`config.mk`:
```
export PLATFORM = sky130hd
export DESIGN_NAME = phy_event_flags_cable_diag_status
export DESIGN_NICKNAME = d
export VERILOG_FILES = /design/src/inc/phy_mgmt_pkg.sv /design/src/inc/mgmt_reg_if.sv /design/src/rtl/mdio_frame.sv /design/src/rtl/phy_event_flags_cable_diag_status.sv
export VERILOG_INCLUDE_DIRS = /design/src /design/src/inc
export SDC_FILE = /design/constraint.sdc
export NUM_CORES = 1
export LEC_CHECK = 0
export BUFFER_PORTS_ARGS = -buffer_cell sky130_fd_sc_hd__buf_2
export CAP_MARGIN = 40
export CORE_MARGIN = 4
export CORE_UTILIZATION = 60
export DETAILED_ROUTE_END_ITERATION = 10
export GPL_ROUTABILITY_DRIVEN = 0
export PLACE_DENSITY = 0.75
export SYNTH_ARGS = -nofsm -noshare
export SYNTH_HDL_FRONTEND = slang
export SYNTH_SLANG_ARGS = --single-unit
```
`constraint.sdc`:
```
create_clock -name i_core_clk -period 5.9 [get_ports i_core_clk]
set_clock_uncertainty 0.05 [all_clocks]
set_input_delay 0.295 -clock i_core_clk [delete_from_list [all_inputs] [get_ports i_core_clk]]
set_output_delay 0.295 -clock i_core_clk [all_outputs]
set_load 0.02 [all_outputs]
```
`src/inc/phy_mgmt_defs.svh`:
```
// register offsets, field positions, reset values and frame counts
`ifndef PHY_MGMT_DEFS_SVH
`define PHY_MGMT_DEFS_SVH
`define REG_EVT_OFS     5'h1b
`define REG_DIAG_OFS    5'h1d
`define REG_CTL1_OFS    5'h1e
`define REG_CTL2_OFS    5'h1f
`define EVT_EN_LSB      8
`define DIAG_RUN_BIT    15
`define DIAG_RES_LSB    13
`define DIAG_SHORT_BIT  12
`define DIAG_RSVD_LSB   9
`define CTL1_PAUSE_BIT  9
`define CTL1_LINK_BIT   8
`define CTL1_POL_BIT    7
`define CTL2_IPOL_BIT   9
`define EVT_EN_RST      8'h00
`define EVT_FLAG_RST    8'h00
`define DIAG_RES_RST    2'h0
`define DIAG_RSVD_RST   3'h0
`define DIAG_DIST_RST   9'h000
`define IPOL_RST        1'b0
`define PRE_ONES        6'h20
`define HDR_BITS        5'h0e
`define DATA_BITS       5'h10
`define ST_CODE         2'h1
`define OP_RD           2'h2
`define OP_WR           2'h1
`endif

```
`src/inc/phy_mgmt_pkg.sv`:
```
// types shared by the management engine and the register bank
package phy_mgmt_pkg;
  // serial frame phases, one-hot
  typedef enum logic [3:0] {
    S_IDLE = 4'b0001,
    S_HDR  = 4'b0010,
    S_TA   = 4'b0100,
    S_DATA = 4'b1000
  } mdio_state_t;
  typedef logic [15:0] reg_word_t;
endpackage : phy_mgmt_pkg

```
`src/inc/mgmt_reg_if.sv`:
```
// register access strobes between frame engine and register bank
`timescale 1ns/1ps
interface mgmt_reg_if;
  import phy_mgmt_pkg::*;
  logic       rd_stb;  // one-cycle read strobe
  logic       wr_stb;  // one-cycle write strobe
  logic [4:0] addr;    // register number
  reg_word_t  wdata;   // write word
  reg_word_t  rdata;   // read word, valid with rd_stb
  modport engine (output rd_stb, wr_stb, addr, wdata, input rdata);
  modport bank   (input rd_stb, wr_stb, addr, wdata, output rdata);
endinterface : mgmt_reg_if

```
`src/rtl/mdio_frame.sv`:
```
// serial management frame engine: preamble, header, turnaround, data
`timescale 1ns/1ps
`include "phy_mgmt_defs.svh"
module mdio_frame
  import phy_mgmt_pkg::*;
(
  // clock and reset
  input  wire logic       i_core_clk,
  input  wire logic       i_rstn,
  // management pins
  input  wire logic       i_mdc,
  input  wire logic       i_mdio,
  input  wire logic [4:0] i_phy_addr,
  output logic            o_mdio,
  output logic            o_mdio_oe,
  // register access
  mgmt_reg_if.engine      bus
);
  logic        mdc_meta, mdc_sync, mdc_prev;   // clock pin synchroniser
  logic        mdio_meta, mdio_sync;           // data pin synchroniser
  logic [4:0]  pa_meta, pa_sync;               // address strap synchroniser
  mdio_state_t state_reg;                      // frame phase
  logic [4:0]  cnt_reg;                        // bit counter in phase
  logic [5:0]  pre_reg;                        // consecutive preamble ones
  logic [15:0] shift_reg;                      // incoming bits
  logic [15:0] tx_reg;                         // outgoing read word
  logic        is_rd_reg;                      // frame is a read
  logic        rd_reg, wr_reg;                 // access strobes
  logic [4:0]  addr_reg;                       // register number
  logic [15:0] wdata_reg;                      // write word
  logic        out_reg, oe_reg;                // pin drive
  logic        mdc_rise, hdr_last, frame_ok;
  logic [13:0] hdr;

  // pins come from another clock: two flops before any use
  always_ff @(posedge i_core_clk or negedge i_rstn) begin
    if (!i_rstn) begin
      mdc_meta  <= 1'b0;
      mdc_sync  <= 1'b0;
      mdc_prev  <= 1'b0;
      mdio_meta <= 1'b1;
      mdio_sync <= 1'b1;
      pa_meta   <= 5'h00;
      pa_sync   <= 5'h00;
    end else begin
      mdc_meta  <= i_mdc;
      mdc_sync  <= mdc_meta;
      mdc_prev  <= mdc_sync;
      mdio_meta <= i_mdio;
      mdio_sync <= mdio_meta;
      pa_meta   <= i_phy_addr;
      pa_sync   <= pa_meta;
    end
  end

  // header check: start code, known opcode, our address
  assign mdc_rise = mdc_sync & ~mdc_prev;
  assign hdr      = {shift_reg[12:0], mdio_sync};
  assign hdr_last = (state_reg == S_HDR) && (cnt_reg == `HDR_BITS - 5'h01);
  assign frame_ok = (hdr[13:12] == `ST_CODE) && (hdr[9:5] == pa_sync) &&
                    ((hdr[11:10] == `OP_RD) || (hdr[11:10] == `OP_WR));

  // frame sequencer, advanced on each management clock rise
  always_ff @(posedge i_core_clk or negedge i_rstn) begin
    if (!i_rstn) begin
      state_reg <= S_IDLE;
      cnt_reg   <= 5'h00;
      pre_reg   <= 6'h00;
      shift_reg <= 16'h0000;
      is_rd_reg <= 1'b0;
    end else if (mdc_rise) begin
      shift_reg <= {shift_reg[14:0], mdio_sync};
      case (state_reg)
        S_IDLE: begin
          // a frame needs a full preamble before its start code
          if (mdio_sync) begin
            pre_reg <= (pre_reg == `PRE_ONES) ? pre_reg : pre_reg + 6'h01;
          end else begin
            pre_reg   <= 6'h00;
            shift_reg <= 16'h0000;
            if (pre_reg == `PRE_ONES) begin
              state_reg <= S_HDR;
              cnt_reg   <= 5'h01;
            end
          end
        end
        S_HDR: begin
          cnt_reg <= cnt_reg + 5'h01;
          if (hdr_last) begin
            // foreign or malformed frames fall back to preamble hunt
            cnt_reg   <= 5'h00;
            is_rd_reg <= (hdr[11:10] == `OP_RD);
            state_reg <= frame_ok ? S_TA : S_IDLE;
          end
        end
        S_TA: begin
          cnt_reg <= cnt_reg + 5'h01;
          if (cnt_reg == 5'h01) begin
            cnt_reg   <= 5'h00;
            state_reg <= S_DATA;
          end
        end
        S_DATA: begin
          cnt_reg <= cnt_reg + 5'h01;
          if (cnt_reg == `DATA_BITS - 5'h01) begin
            cnt_reg   <= 5'h00;
            state_reg <= S_IDLE;
          end
        end
        default: state_reg <= S_IDLE;
      endcase
    end
  end

  // register access strobes, one core cycle each
  always_ff @(posedge i_core_clk or negedge i_rstn) begin
    if (!i_rstn) begin
      rd_reg    <= 1'b0;
      wr_reg    <= 1'b0;
      addr_reg  <= 5'h00;
      wdata_reg <= 16'h0000;
    end else begin
      rd_reg <= mdc_rise && hdr_last && frame_ok && (hdr[11:10] == `OP_RD);
      wr_reg <= mdc_rise && (state_reg == S_DATA) && !is_rd_reg &&
                (cnt_reg == `DATA_BITS - 5'h01);
      if (mdc_rise && hdr_last) begin
        addr_reg <= hdr[4:0];
      end
      if (mdc_rise && (state_reg == S_DATA)) begin
        wdata_reg <= {shift_reg[14:0], mdio_sync};
      end
    end
  end

  // read data out: zero in second turnaround bit, then msb first
  always_ff @(posedge i_core_clk or negedge i_rstn) begin
    if (!i_rstn) begin
      tx_reg  <= 16'h0000;
      out_reg <= 1'b0;
      oe_reg  <= 1'b0;
    end else if (rd_reg) begin
      tx_reg <= bus.rdata;
    end else if (mdc_rise && is_rd_reg) begin
      if (state_reg == S_TA) begin
        oe_reg  <= 1'b1;
        out_reg <= (cnt_reg == 5'h01) ? tx_reg[15] : 1'b0;
        if (cnt_reg == 5'h01) begin
          tx_reg <= {tx_reg[14:0], 1'b0};
        end
      end else if (state_reg == S_DATA) begin
        // release the line while the last bit is sampled
        oe_reg  <= (cnt_reg != `DATA_BITS - 5'h01);
        out_reg <= (cnt_reg != `DATA_BITS - 5'h01) & tx_reg[15];
        tx_reg  <= {tx_reg[14:0], 1'b0};
      end
    end
  end

  assign bus.rd_stb = rd_reg;
  assign bus.wr_stb = wr_reg;
  assign bus.addr   = addr_reg;
  assign bus.wdata  = wdata_reg;
  assign o_mdio     = out_reg;
  assign o_mdio_oe  = oe_reg;
endmodule : mdio_frame

```
`src/rtl/phy_event_flags_cable_diag_status.sv`:
```
// event flags, cable diagnostic and phy control status registers
`timescale 1ns/1ps
`include "phy_mgmt_defs.svh"
module phy_event_flags_cable_diag_status
  import phy_mgmt_pkg::*;
(
  // clock and reset
  input  wire logic       i_core_clk,
  input  wire logic       i_rstn,
  // management pins
  input  wire logic       i_mdc,
  input  wire logic       i_mdio,
  input  wire logic [4:0] i_phy_addr,
  output logic            o_mdio,
  output logic            o_mdio_oe,
  // event pulses from phy core
  input  wire logic       i_evt_jabber,
  input  wire logic       i_evt_rx_err,
  input  wire logic       i_evt_page_rx,
  input  wire logic       i_evt_pd_fault,
  input  wire logic       i_evt_lp_ack,
  input  wire logic       i_evt_remote_fault,
  // live status from phy core
  input  wire logic       i_link_up,
  input  wire logic       i_pause_cap,
  input  wire logic       i_pol_reversed,
  // cable diagnostic engine
  input  wire logic       i_diag_done,
  input  wire logic [1:0] i_diag_result,
  input  wire logic       i_diag_short,
  input  wire logic [8:0] i_diag_distance,
  output logic            o_diag_run,
  // interrupt pin
  output logic            o_intr
);
  mgmt_reg_if rif ();                    // engine to bank strobes

  logic [7:0] ien_reg;                   // per-flag enables
  logic [7:0] flag_reg;                  // sticky event flags
  logic [7:0] flag_next;
  logic [7:0] evt;                       // this cycle's events
  logic       link_reg;                  // registered link state
  logic       pause_reg;                 // registered pause capability
  logic       pol_reg;                   // registered polarity state
  logic       diag_run_reg;              // test running
  logic [1:0] diag_res_reg;              // outcome code
  logic       diag_short_reg;            // short cable seen
  logic [2:0] diag_rsvd_reg;             // spare read-write bits
  logic [8:0] diag_dist_reg;             // distance to fault
  logic       ipol_reg;                  // 1 = interrupt active high
  logic       intr_reg;                  // interrupt pin level
  logic       any_pend;                  // enabled flag pending
  logic       rd_evt, wr_evt, wr_diag, wr_ctl2;
  reg_word_t  rdata;

  // register number compare, shared by all decodes
  function automatic logic hit(input logic [4:0] a, input logic [4:0] ofs);
    hit = (a == ofs);
  endfunction : hit

  // serial frame engine
  mdio_frame u_frame (
    .i_core_clk (i_core_clk),
    .i_rstn     (i_rstn),
    .i_mdc      (i_mdc),
    .i_mdio     (i_mdio),
    .i_phy_addr (i_phy_addr),
    .o_mdio     (o_mdio),
    .o_mdio_oe  (o_mdio_oe),
    .bus        (rif.engine)
  );

  // access decodes
  assign rd_evt  = rif.rd_stb && hit(rif.addr, `REG_EVT_OFS);
  assign wr_evt  = rif.wr_stb && hit(rif.addr, `REG_EVT_OFS);
  assign wr_diag = rif.wr_stb && hit(rif.addr, `REG_DIAG_OFS);
  assign wr_ctl2 = rif.wr_stb && hit(rif.addr, `REG_CTL2_OFS);

  // live status sampled so reset shows zero
  always_ff @(posedge i_core_clk or negedge i_rstn) begin
    if (!i_rstn) begin
      link_reg  <= 1'b0;
      pause_reg <= 1'b0;
      pol_reg   <= 1'b0;
    end else begin
      link_reg  <= i_link_up;
      pause_reg <= i_pause_cap;
      pol_reg   <= i_pol_reversed;
    end
  end

  // event vector in flag bit order; link edges come from link state
  // link loss edge
  assign evt = {i_evt_jabber, i_evt_rx_err, i_evt_page_rx, i_evt_pd_fault,
                i_evt_lp_ack, link_reg & ~i_link_up, i_evt_remote_fault,
                i_link_up & ~link_reg};

  // read clears, but a same-cycle event wins so none is lost
  // flags set, read clears
  always_comb begin
    flag_next = rd_evt ? 8'h00 : flag_reg;
    flag_next = flag_next | evt;
  end

  // sticky flags
  // page flag stored
  always_ff @(posedge i_core_clk or negedge i_rstn) begin
    if (!i_rstn) begin
      flag_reg <= `EVT_FLAG_RST;
    end else begin
      flag_reg <= flag_next;
    end
  end

  // enables; the low byte of a write is ignored, flags are read-only
  // link-up enable bit
  always_ff @(posedge i_core_clk or negedge i_rstn) begin
    if (!i_rstn) begin
      ien_reg <= `EVT_EN_RST;
    end else if (wr_evt) begin
      ien_reg <= rif.wdata[`EVT_EN_LSB +: 8];
    end
  end

  // diagnostic launch and completion
  // run bit self-clears
  always_ff @(posedge i_core_clk or negedge i_rstn) begin
    if (!i_rstn) begin
      diag_run_reg <= 1'b0;
    end else if (wr_diag) begin
      // a write wins over completion so a relaunch is never dropped
      diag_run_reg <= rif.wdata[`DIAG_RUN_BIT];
    end else if (i_diag_done) begin
      diag_run_reg <= 1'b0;
    end
  end

  // results captured only at the end of a run, stable otherwise
  // outcome code captured
  always_ff @(posedge i_core_clk or negedge i_rstn) begin
    if (!i_rstn) begin
      diag_res_reg   <= `DIAG_RES_RST;
      diag_short_reg <= 1'b0;
      diag_dist_reg  <= `DIAG_DIST_RST;
    end else if (diag_run_reg && i_diag_done) begin
      diag_res_reg   <= i_diag_result;
      diag_short_reg <= i_diag_short;
      diag_dist_reg  <= i_diag_distance;
    end
  end

  // spare read-write bits of the diagnostic register
  // reserved bits writable
  always_ff @(posedge i_core_clk or negedge i_rstn) begin
    if (!i_rstn) begin
      diag_rsvd_reg <= `DIAG_RSVD_RST;
    end else if (wr_diag) begin
      diag_rsvd_reg <= rif.wdata[`DIAG_RSVD_LSB +: 3];
    end
  end

  // interrupt polarity control; other bits of that register not kept
  always_ff @(posedge i_core_clk or negedge i_rstn) begin
    if (!i_rstn) begin
      ipol_reg <= `IPOL_RST;
    end else if (wr_ctl2) begin
      ipol_reg <= rif.wdata[`CTL2_IPOL_BIT];
    end
  end

  // interrupt pin, registered so it never glitches
  // held while pending
  assign any_pend = |(flag_reg & ien_reg);
  always_ff @(posedge i_core_clk or negedge i_rstn) begin
    if (!i_rstn) begin
      intr_reg <= 1'b1;
    end else begin
      intr_reg <= ipol_reg ? any_pend : ~any_pend;
    end
  end

  // read word mux; unknown registers read zero
  // pause status bit
  always_comb begin
    rdata = 16'h0000;
    case (rif.addr)
      `REG_EVT_OFS: begin
        rdata = {ien_reg, flag_reg};
      end
      `REG_DIAG_OFS: begin
        rdata = {diag_run_reg, diag_res_reg, diag_short_reg,
                 diag_rsvd_reg, diag_dist_reg};
      end
      `REG_CTL1_OFS: begin
        rdata[`CTL1_PAUSE_BIT] = pause_reg;
        rdata[`CTL1_LINK_BIT]  = link_reg;
        rdata[`CTL1_POL_BIT]   = pol_reg;
      end
      `REG_CTL2_OFS: begin
        rdata[`CTL2_IPOL_BIT] = ipol_reg;
      end
      default: rdata = 16'h0000;
    endcase
  end
  assign rif.rdata = rdata;

  // results only valid once the run bit reads back zero
  // run bit shown
  assign o_diag_run = diag_run_reg;
  assign o_intr     = intr_reg;
endmodule : phy_event_flags_cable_diag_status

```
==> out/metrics.yaml, run 1 <==
run_status:
  run_status: "complete, no violations"
sta:
  timing.fmax_mhz: 392
  unrepaired_setup_endpoints_after_global_routing: "false"
  report.final.setup_viol: 0
  hold_viol: 0
  max-slew-margin-rel: 0.433
  min_period_over_period: 0.433
  finalSetupTns_ns: 0
  slew_violations: 0
  tightestPinTransition_ns: 0.844
  final.min_clock_period_ns: 2.55
synth:
  yosys-top-cells-count: "112 x sky130_fd_sc_hd__dfrtp_1, 62 x sky130_fd_sc_hd__nand2_1, 38 x sky130_fd_sc_hd__mux2_2, 34 x sky130_fd_sc_hd__a21oi_1, 17 x sky130_fd_sc_hd__o21ai_0"
  unique_cell_type_count_in_the_yosys_netlist: 51
  most_repeated_cell_in_the_gate_level_netlist_after_synthesis: "sky130_fd_sc_hd__dfrtp_1"
  synth_top_area_frac: 0.557
  number_of_synthesized_flops_with_an_enable_pin: 0
  ys_top_cells_by_area: "sky130_fd_sc_hd__dfrtp_1 56%, sky130_fd_sc_hd__mux2_2 8.5%, sky130_fd_sc_hd__nand2_1 4.6%"
  async_reset_ff_frac: 1.00
  synth.yosys.seq_area_share: 0.578
  synth-seq-cells: 116
  ys_warn_count: 0
  syn_area_per_cell_um2: 11.4
  synth_area_leader_cell: "sky130_fd_sc_hd__dfrtp_1"
  synth_top_flop_cell: "sky130_fd_sc_hd__dfrtp_1"
  syn_inst: 441
  synth_area_um2: 5030
  syn_nets: 478
flow_run:
  maxCapViolations: 0
detailed_routing:
  wire_per_inst_um: 18.5
  via_count: 3753
  firstDrtPassIters: 7
  drc_errors: 0
  initialDrtViolationCount: 197
  avgViaCountPerCell: 5.96
  antenna_violating_nets_post_route: 0
  routed_wirelength_um: 11700
floorplanning:
  rows: 33
  start_util: 0.615
  die_width_um: 99.6
  die_area_um2: 9910
  die_height_um: 99.6
  core_area_um2: 8180
  top_level_ports: 35
layout:
  layout-drive-gt1-share: 0.234
  design.final.nets: 549
  fillerInstances: 495
  number_of_flip_flops_under_the_largest_register_name: 16
  area_delta_synth_final_pct: 23.4
  num_antenna_cells: 0
  multi_input_comb_area_um2: 1990
  seqCellArea_um2: 2910
  instances_no_fill: 630
  design_area_um2: 6210
setup_path:
  worstPathMaxFanout: 5
  reg2reg_start: "u_frame.cnt_reg[1]"
  critPathMaxStageDelay_ns: 0.55
  r2r_end: "u_frame.state_reg[0]"
  crit_family: "compound AO/OA/AOI/OAI gates"
  worstSetupEndpointType: "flip-flop"
  r2r_cells: 6
  path_class: "reg -> reg"
  reg2reg_setup_slack_ns: 3.35
  worstPathRequired_ns: 6.24
  path_cells: "inv_1, ha_1, or4b_4, a222oi_1, o211ai_1, o41ai_1"
  crit_buf_inv: 1
  critical_path.startpoint_type: "flip-flop"
  cp_data_arrival_time_ns: 2.90
  cpMaxStageDelayCell: "sky130_fd_sc_hd__a222oi_1"
clocking:
  clock_latency_ns: 0.50
  cts_sinks: 116
  ctsResizeCount: 0
  cts.root.buffer_cell: "sky130_fd_sc_hd__clkbuf_8"
  tritoncts_clock_tree: "yes"
  number_of_buffers_inserted_during_clock_tree_synthesis: 17
  cts_post_setup_buffers_inserted: 0
  holdBufCountCts: 29
  cts_h_tree_lvls: 4
  clk_pin_slew_worst_paths_ns: 0.05
  ctsLongestPathBuffers: 2
placed_design:
  hpwl_reported_at_the_end_of_detailed_placement_um: 7060
  dp_cells: 568
  placed_inst_area_um2: 5310
  port_buffers: 34
worst_hold_path:
  hold_path.class: "in -> reg"
  hold-path-endpoint: "o_diag_run"
  hold_depth: 3
  holdCritStartpoint: "i_diag_done"
global_route:
  vias_in_the_first_global_route: 3970
  antenna_found_initial: 0
  grt_use_met3: 0.0645
  grt_use_met2: 0.428
  grt.met1_usage: 0.311
  grt.total_usage: 0.254
  grt-ovfl-total: 0
  grt_max_degree: 68
  grt_first_pass_wirelength_um: 19500
  global_route_hottest_layer: "met2"
power_and_ir_drop:
  power.ir.vdd_worst_mv: 0.235
  power_leakage_nw: 2.75
  pwr_density_cell_nw_per_um2: 333
-- kinds of logic after synthesis --
| logic type | after synthesis | share of synthesized area |
|---|---|---|
| buf+inv | 33 | 0.0271 |
| flops | 116 | 0.578 |
| mux | 48 | 0.105 |
| fa+ha+maj | 6 | 0.0149 |
| compound gates | 98 | 0.128 |
| simple gates | 131 | 0.131 |
| xor+xnor | 9 | 0.0157 |
-- per-stage QoR --
stage | utilization | total power, mW | hold slack (ns) | setup slack, ns
after floorplan | - | 0.961 | -0.0506 | 3.66
after global placement | 0.646 | 1.01 | 0.283 | 3.48
after detailed placement | 0.649 | 1.02 | 0.289 | 3.38
after CTS | 0.759 | 2.08 | 0.0243 | 3.36
after global routing | 0.760 | 2.15 | 0.0610 | 3.20
final | 0.760 | 2.06 | 0.0371 | 3.35
-- worst reg2reg max path, stage by stage (launching register included) --
cell and delay (ns):
sky130_fd_sc_hd__dfrtp_1 0.39, sky130_fd_sc_hd__inv_1 0.07, sky130_fd_sc_hd__ha_1 0.15, sky130_fd_sc_hd__or4b_4 0.47, sky130_fd_sc_hd__a222oi_1 0.55, sky130_fd_sc_hd__o211ai_1 0.35
sky130_fd_sc_hd__o41ai_1 0.40
-- routing by layer --
| metal | part of all wire | vias up | wire length (um) |
|---|---|---|---|
| li1 | - | 1722 | - |
| met1 | 0.41 | 1867 | 4780 |
| met2 | 0.51 | 140 | 5970 |
| met3 | 0.052 | 24 | 609 |
| met4 | 0.027 | 0 | 313 |
| met5 | 0 | - | 0 |
-- cell usage in the layout, fill, tap and decap left out, types with 4 or more instances in the layout --
cell	instances
sky130_fd_sc_hd__a22oi_1	9
sky130_fd_sc_hd__nor3_1	12
sky130_fd_sc_hd__nor2_1	16
sky130_fd_sc_hd__dfrtp_1	112
sky130_fd_sc_hd__inv_1	15
sky130_fd_sc_hd__mux2i_1	10
sky130_fd_sc_hd__clkbuf_16	16
sky130_fd_sc_hd__o21ai_0	17
sky130_fd_sc_hd__clkinv_2	4
sky130_fd_sc_hd__xnor2_1	4
sky130_fd_sc_hd__ha_1	6
sky130_fd_sc_hd__dfstp_2	4
sky130_fd_sc_hd__nand3_1	10
sky130_fd_sc_hd__a221oi_1	8
sky130_fd_sc_hd__buf_2	34
sky130_fd_sc_hd__a21oi_1	34
sky130_fd_sc_hd__a31oi_1	6
sky130_fd_sc_hd__dlygate4sd3_1	29
sky130_fd_sc_hd__xor2_1	5
sky130_fd_sc_hd__buf_4	5
sky130_fd_sc_hd__nand2_1	62
sky130_fd_sc_hd__a21o_1	7
sky130_fd_sc_hd__mux2_2	38
sky130_fd_sc_hd__bufinv_16	4
-- power breakdown --
part | switching [mW] | leakage [nW] | total [mW] | internal, mW
sequential | 0.0410 | 1.50 | 0.884 | 0.843
clock | 0.343 | 0.295 | 1.05 | 0.705
combinational | 0.0692 | 0.953 | 0.133 | 0.0638
total | 0.453 | 2.75 | 2.06 | 1.61
-- worst max-delay path by stage --
stage                               startpoint                    to  slack, ns  cells after the start
after floorplan           u_frame.state_reg[0]    u_frame.cnt_reg[2]       3.66                      5
after global placement      u_frame.cnt_reg[1]  u_frame.state_reg[0]       3.48                      6
after detailed placement    u_frame.cnt_reg[1]  u_frame.state_reg[0]       3.38                      6
after CTS                   u_frame.cnt_reg[1]  u_frame.state_reg[0]       3.36                      6
after global routing        u_frame.cnt_reg[1]  u_frame.state_reg[0]       3.20                      6
final                       u_frame.cnt_reg[1]  u_frame.state_reg[0]       3.35                      6
-- cell type report --
class                   count  area share
well taps                 105      0.0212
clock inverters            10      0.0250
flip-flops and latches    116       0.468
repair buffers             70      0.0828
multi-input cells         292       0.321
inverters                  15     0.00907
clock buffers              22      0.0729
Power figures use the tool's default switching activity.
==> run 2, diff against run 1 <==
Clock period 5.9 ns to 2.6 ns, I/O delays scaled along.
==> run 2 against run 1 <==
Die area unchanged. Cell count increased by 1.1%. Clock power increased by 130%. Via count increased by 1.1%. Power increased by 130%. Critical endpoint is now u_frame.cnt_reg[2]. Highest routed layer unchanged.
==> out/metrics.yaml, run 2 (synthesis results as in run 1) <==
sta:
  report.final.setup_viol: 0
  unrepaired_setup_endpoints_after_global_routing: "false"
  hold-worst-slack_ns: 0.170
  max-slew-margin-rel: 0.506
  finalSetupTns_ns: 0
  tightestPinTransition_ns: 0.740
  hold_viol: 0
  slew_violations: 0
  timing.fmax_mhz: 419
  final.min_clock_period_ns: 2.38
  min_period_over_period: 0.917
global_route:
  grt_first_pass_wirelength_um: 19100
  antenna_found_initial: 0
  grt.total_usage: 0.251
  vias_in_the_first_global_route: 3843
  grt-ovfl-total: 0
  grt_max_degree: 56
flow_run:
  maxCapViolations: 0
clocking:
  clock_latency_ns: 0.51
  cts_sinks: 116
  cts.root.buffer_cell: "sky130_fd_sc_hd__clkbuf_8"
  tritoncts_clock_tree: "yes"
  number_of_buffers_inserted_during_clock_tree_synthesis: 17
  cts_post_setup_buffers_inserted: 0
  cts_h_tree_lvls: 4
  clk_pin_slew_worst_paths_ns: 0.06
  ctsLongestPathBuffers: 2
detailed_routing:
  firstDrtPassIters: 5
  via_count: 3796
  avgViaCountPerCell: 5.96
  wire_per_inst_um: 17.8
  routed_wirelength_um: 11400
  initialDrtViolationCount: 227
  drc_errors: 0
  antenna_violating_nets_post_route: 0
floorplanning:
  top_level_ports: 35
  die_height_um: 99.6
  die_area_um2: 9910
  start_util: 0.615
  die_width_um: 99.6
  rows: 33
  core_area_um2: 8180
worst_hold_path:
  hold_path.class: "in -> async"
layout:
  design.final.nets: 556
  num_antenna_cells: 0
  instances_no_fill: 637
  final_core_util: 0.767
  number_of_flip_flops_under_the_largest_register_name: 16
  layout-drive-gt1-share: 0.239
  area_delta_synth_final_pct: 24.6
  commonest_non_fill_non_tap_cell_in_the_layout: "sky130_fd_sc_hd__dfrtp_1"
  fillerInstances: 515
  layout_common_cells: "112 x sky130_fd_sc_hd__dfrtp_1, 62 x sky130_fd_sc_hd__nand2_1, 38 x sky130_fd_sc_hd__mux2_2"
setup_path:
  critical_path.startpoint_type: "flip-flop"
  worstSetupEndpointType: "flip-flop"
  cp_data_arrival_time_ns: 2.73
  worstPathRequired_ns: 2.95
  reg2reg_setup_slack_ns: 0.22
  path_class: "reg -> reg"
  worstPathMaxFanout: 8
run_status:
  run_status: "complete, no violations"
power_and_ir_drop:
  power.ir.vdd_worst_mv: 0.564
  power_leakage_nw: 2.78
  pwr_density_cell_nw_per_um2: 749
placed_design:
  hpwl_reported_at_the_end_of_detailed_placement_um: 7080
  dp_cells: 575
  port_buffers: 34
## run 2: changes by cell type in the layout (fill, tap and decap cells not counted)
cell / change
sky130_fd_sc_hd__buf_6: -1
sky130_fd_sc_hd__buf_2: -1
sky130_fd_sc_hd__buf_12: +1
sky130_fd_sc_hd__clkbuf_2: -1
sky130_fd_sc_hd__clkinv_4: +1
sky130_fd_sc_hd__clkinv_2: -2
sky130_fd_sc_hd__dlygate4sd3_1: +1
sky130_fd_sc_hd__clkbuf_8: -1
sky130_fd_sc_hd__clkbuf_1: +2
sky130_fd_sc_hd__buf_4: +8
## run 2: cell type report
cell class	count	area (um2)	area share
Clock buffer	23	447	0.0712
Multi-Input combinational cell	292	1990	0.318
Timing Repair Buffer	77	583	0.0930
Sequential cell	116	2910	0.464
Inverter	15	56.3	0.00898
Tap cell	105	131	0.0209
Clock inverter	9	154	0.0245
## run 2: worst max-delay path, cell delays in order, from the launching register on
cell	delay, ns
sky130_fd_sc_hd__dfstp_2	0.59
sky130_fd_sc_hd__or4b_4	0.50
sky130_fd_sc_hd__or4_4	0.51
sky130_fd_sc_hd__a21oi_4	0.28
sky130_fd_sc_hd__mux2i_1	0.27
sky130_fd_sc_hd__nor3b_2	0.07
## run 2: what timing repair did
action                    in CTS  in global routing
hold endpoints to repair      81                  0
hold buffers                  30                  0
resized for setup              0                  0
## run 2: where the power goes
part / internal [mW] / switching [mW]
clock: 1.58 / 0.806
sequential: 1.91 / 0.0905
combinational: 0.151 / 0.155
## run 2: metal layers
| layer | track usage | up-vias | wire, um |
|---|---|---|---|
| met5 | 0 | - | 0 |
| met4 | 0.0945 | 0 | 180 |
| met1 | 0.306 | 1914 | 4670 |
| li1 | - | 1741 | - |
| met3 | 0.0736 | 16 | 585 |
| met2 | 0.424 | 125 | 5930 |
## run 2: final timing paths
kind                       cells after the start                  from              endpoint
setup / recovery                               5  u_frame.state_reg[0]    u_frame.cnt_reg[2]
hold / removal                                 2                i_rstn      diag_dist_reg[2]
hold reg to reg                                0    u_frame.pa_meta[1]    u_frame.pa_sync[1]
setup reg to reg                               5  u_frame.state_reg[0]    u_frame.cnt_reg[2]
max in group asynchronous                      3                i_rstn  u_frame.state_reg[0]
min in group i_core_clk                        2         i_phy_addr[1]    u_frame.pa_meta[1]
## run 2: per-stage QoR
| stage | area (um2) | worst slack [ns] | power [mW] |
|---|---|---|---|
| floorplan | 5030 | 0.357 | 2.18 |
| global placement | 5370 | 0.310 | 2.29 |
| detailed placement | 5370 | 0.224 | 2.30 |
| CTS | 6270 | 0.215 | 4.73 |
| global route | 6270 | 0.102 | 4.88 |
| finish | 6270 | 0.216 | 4.70 |
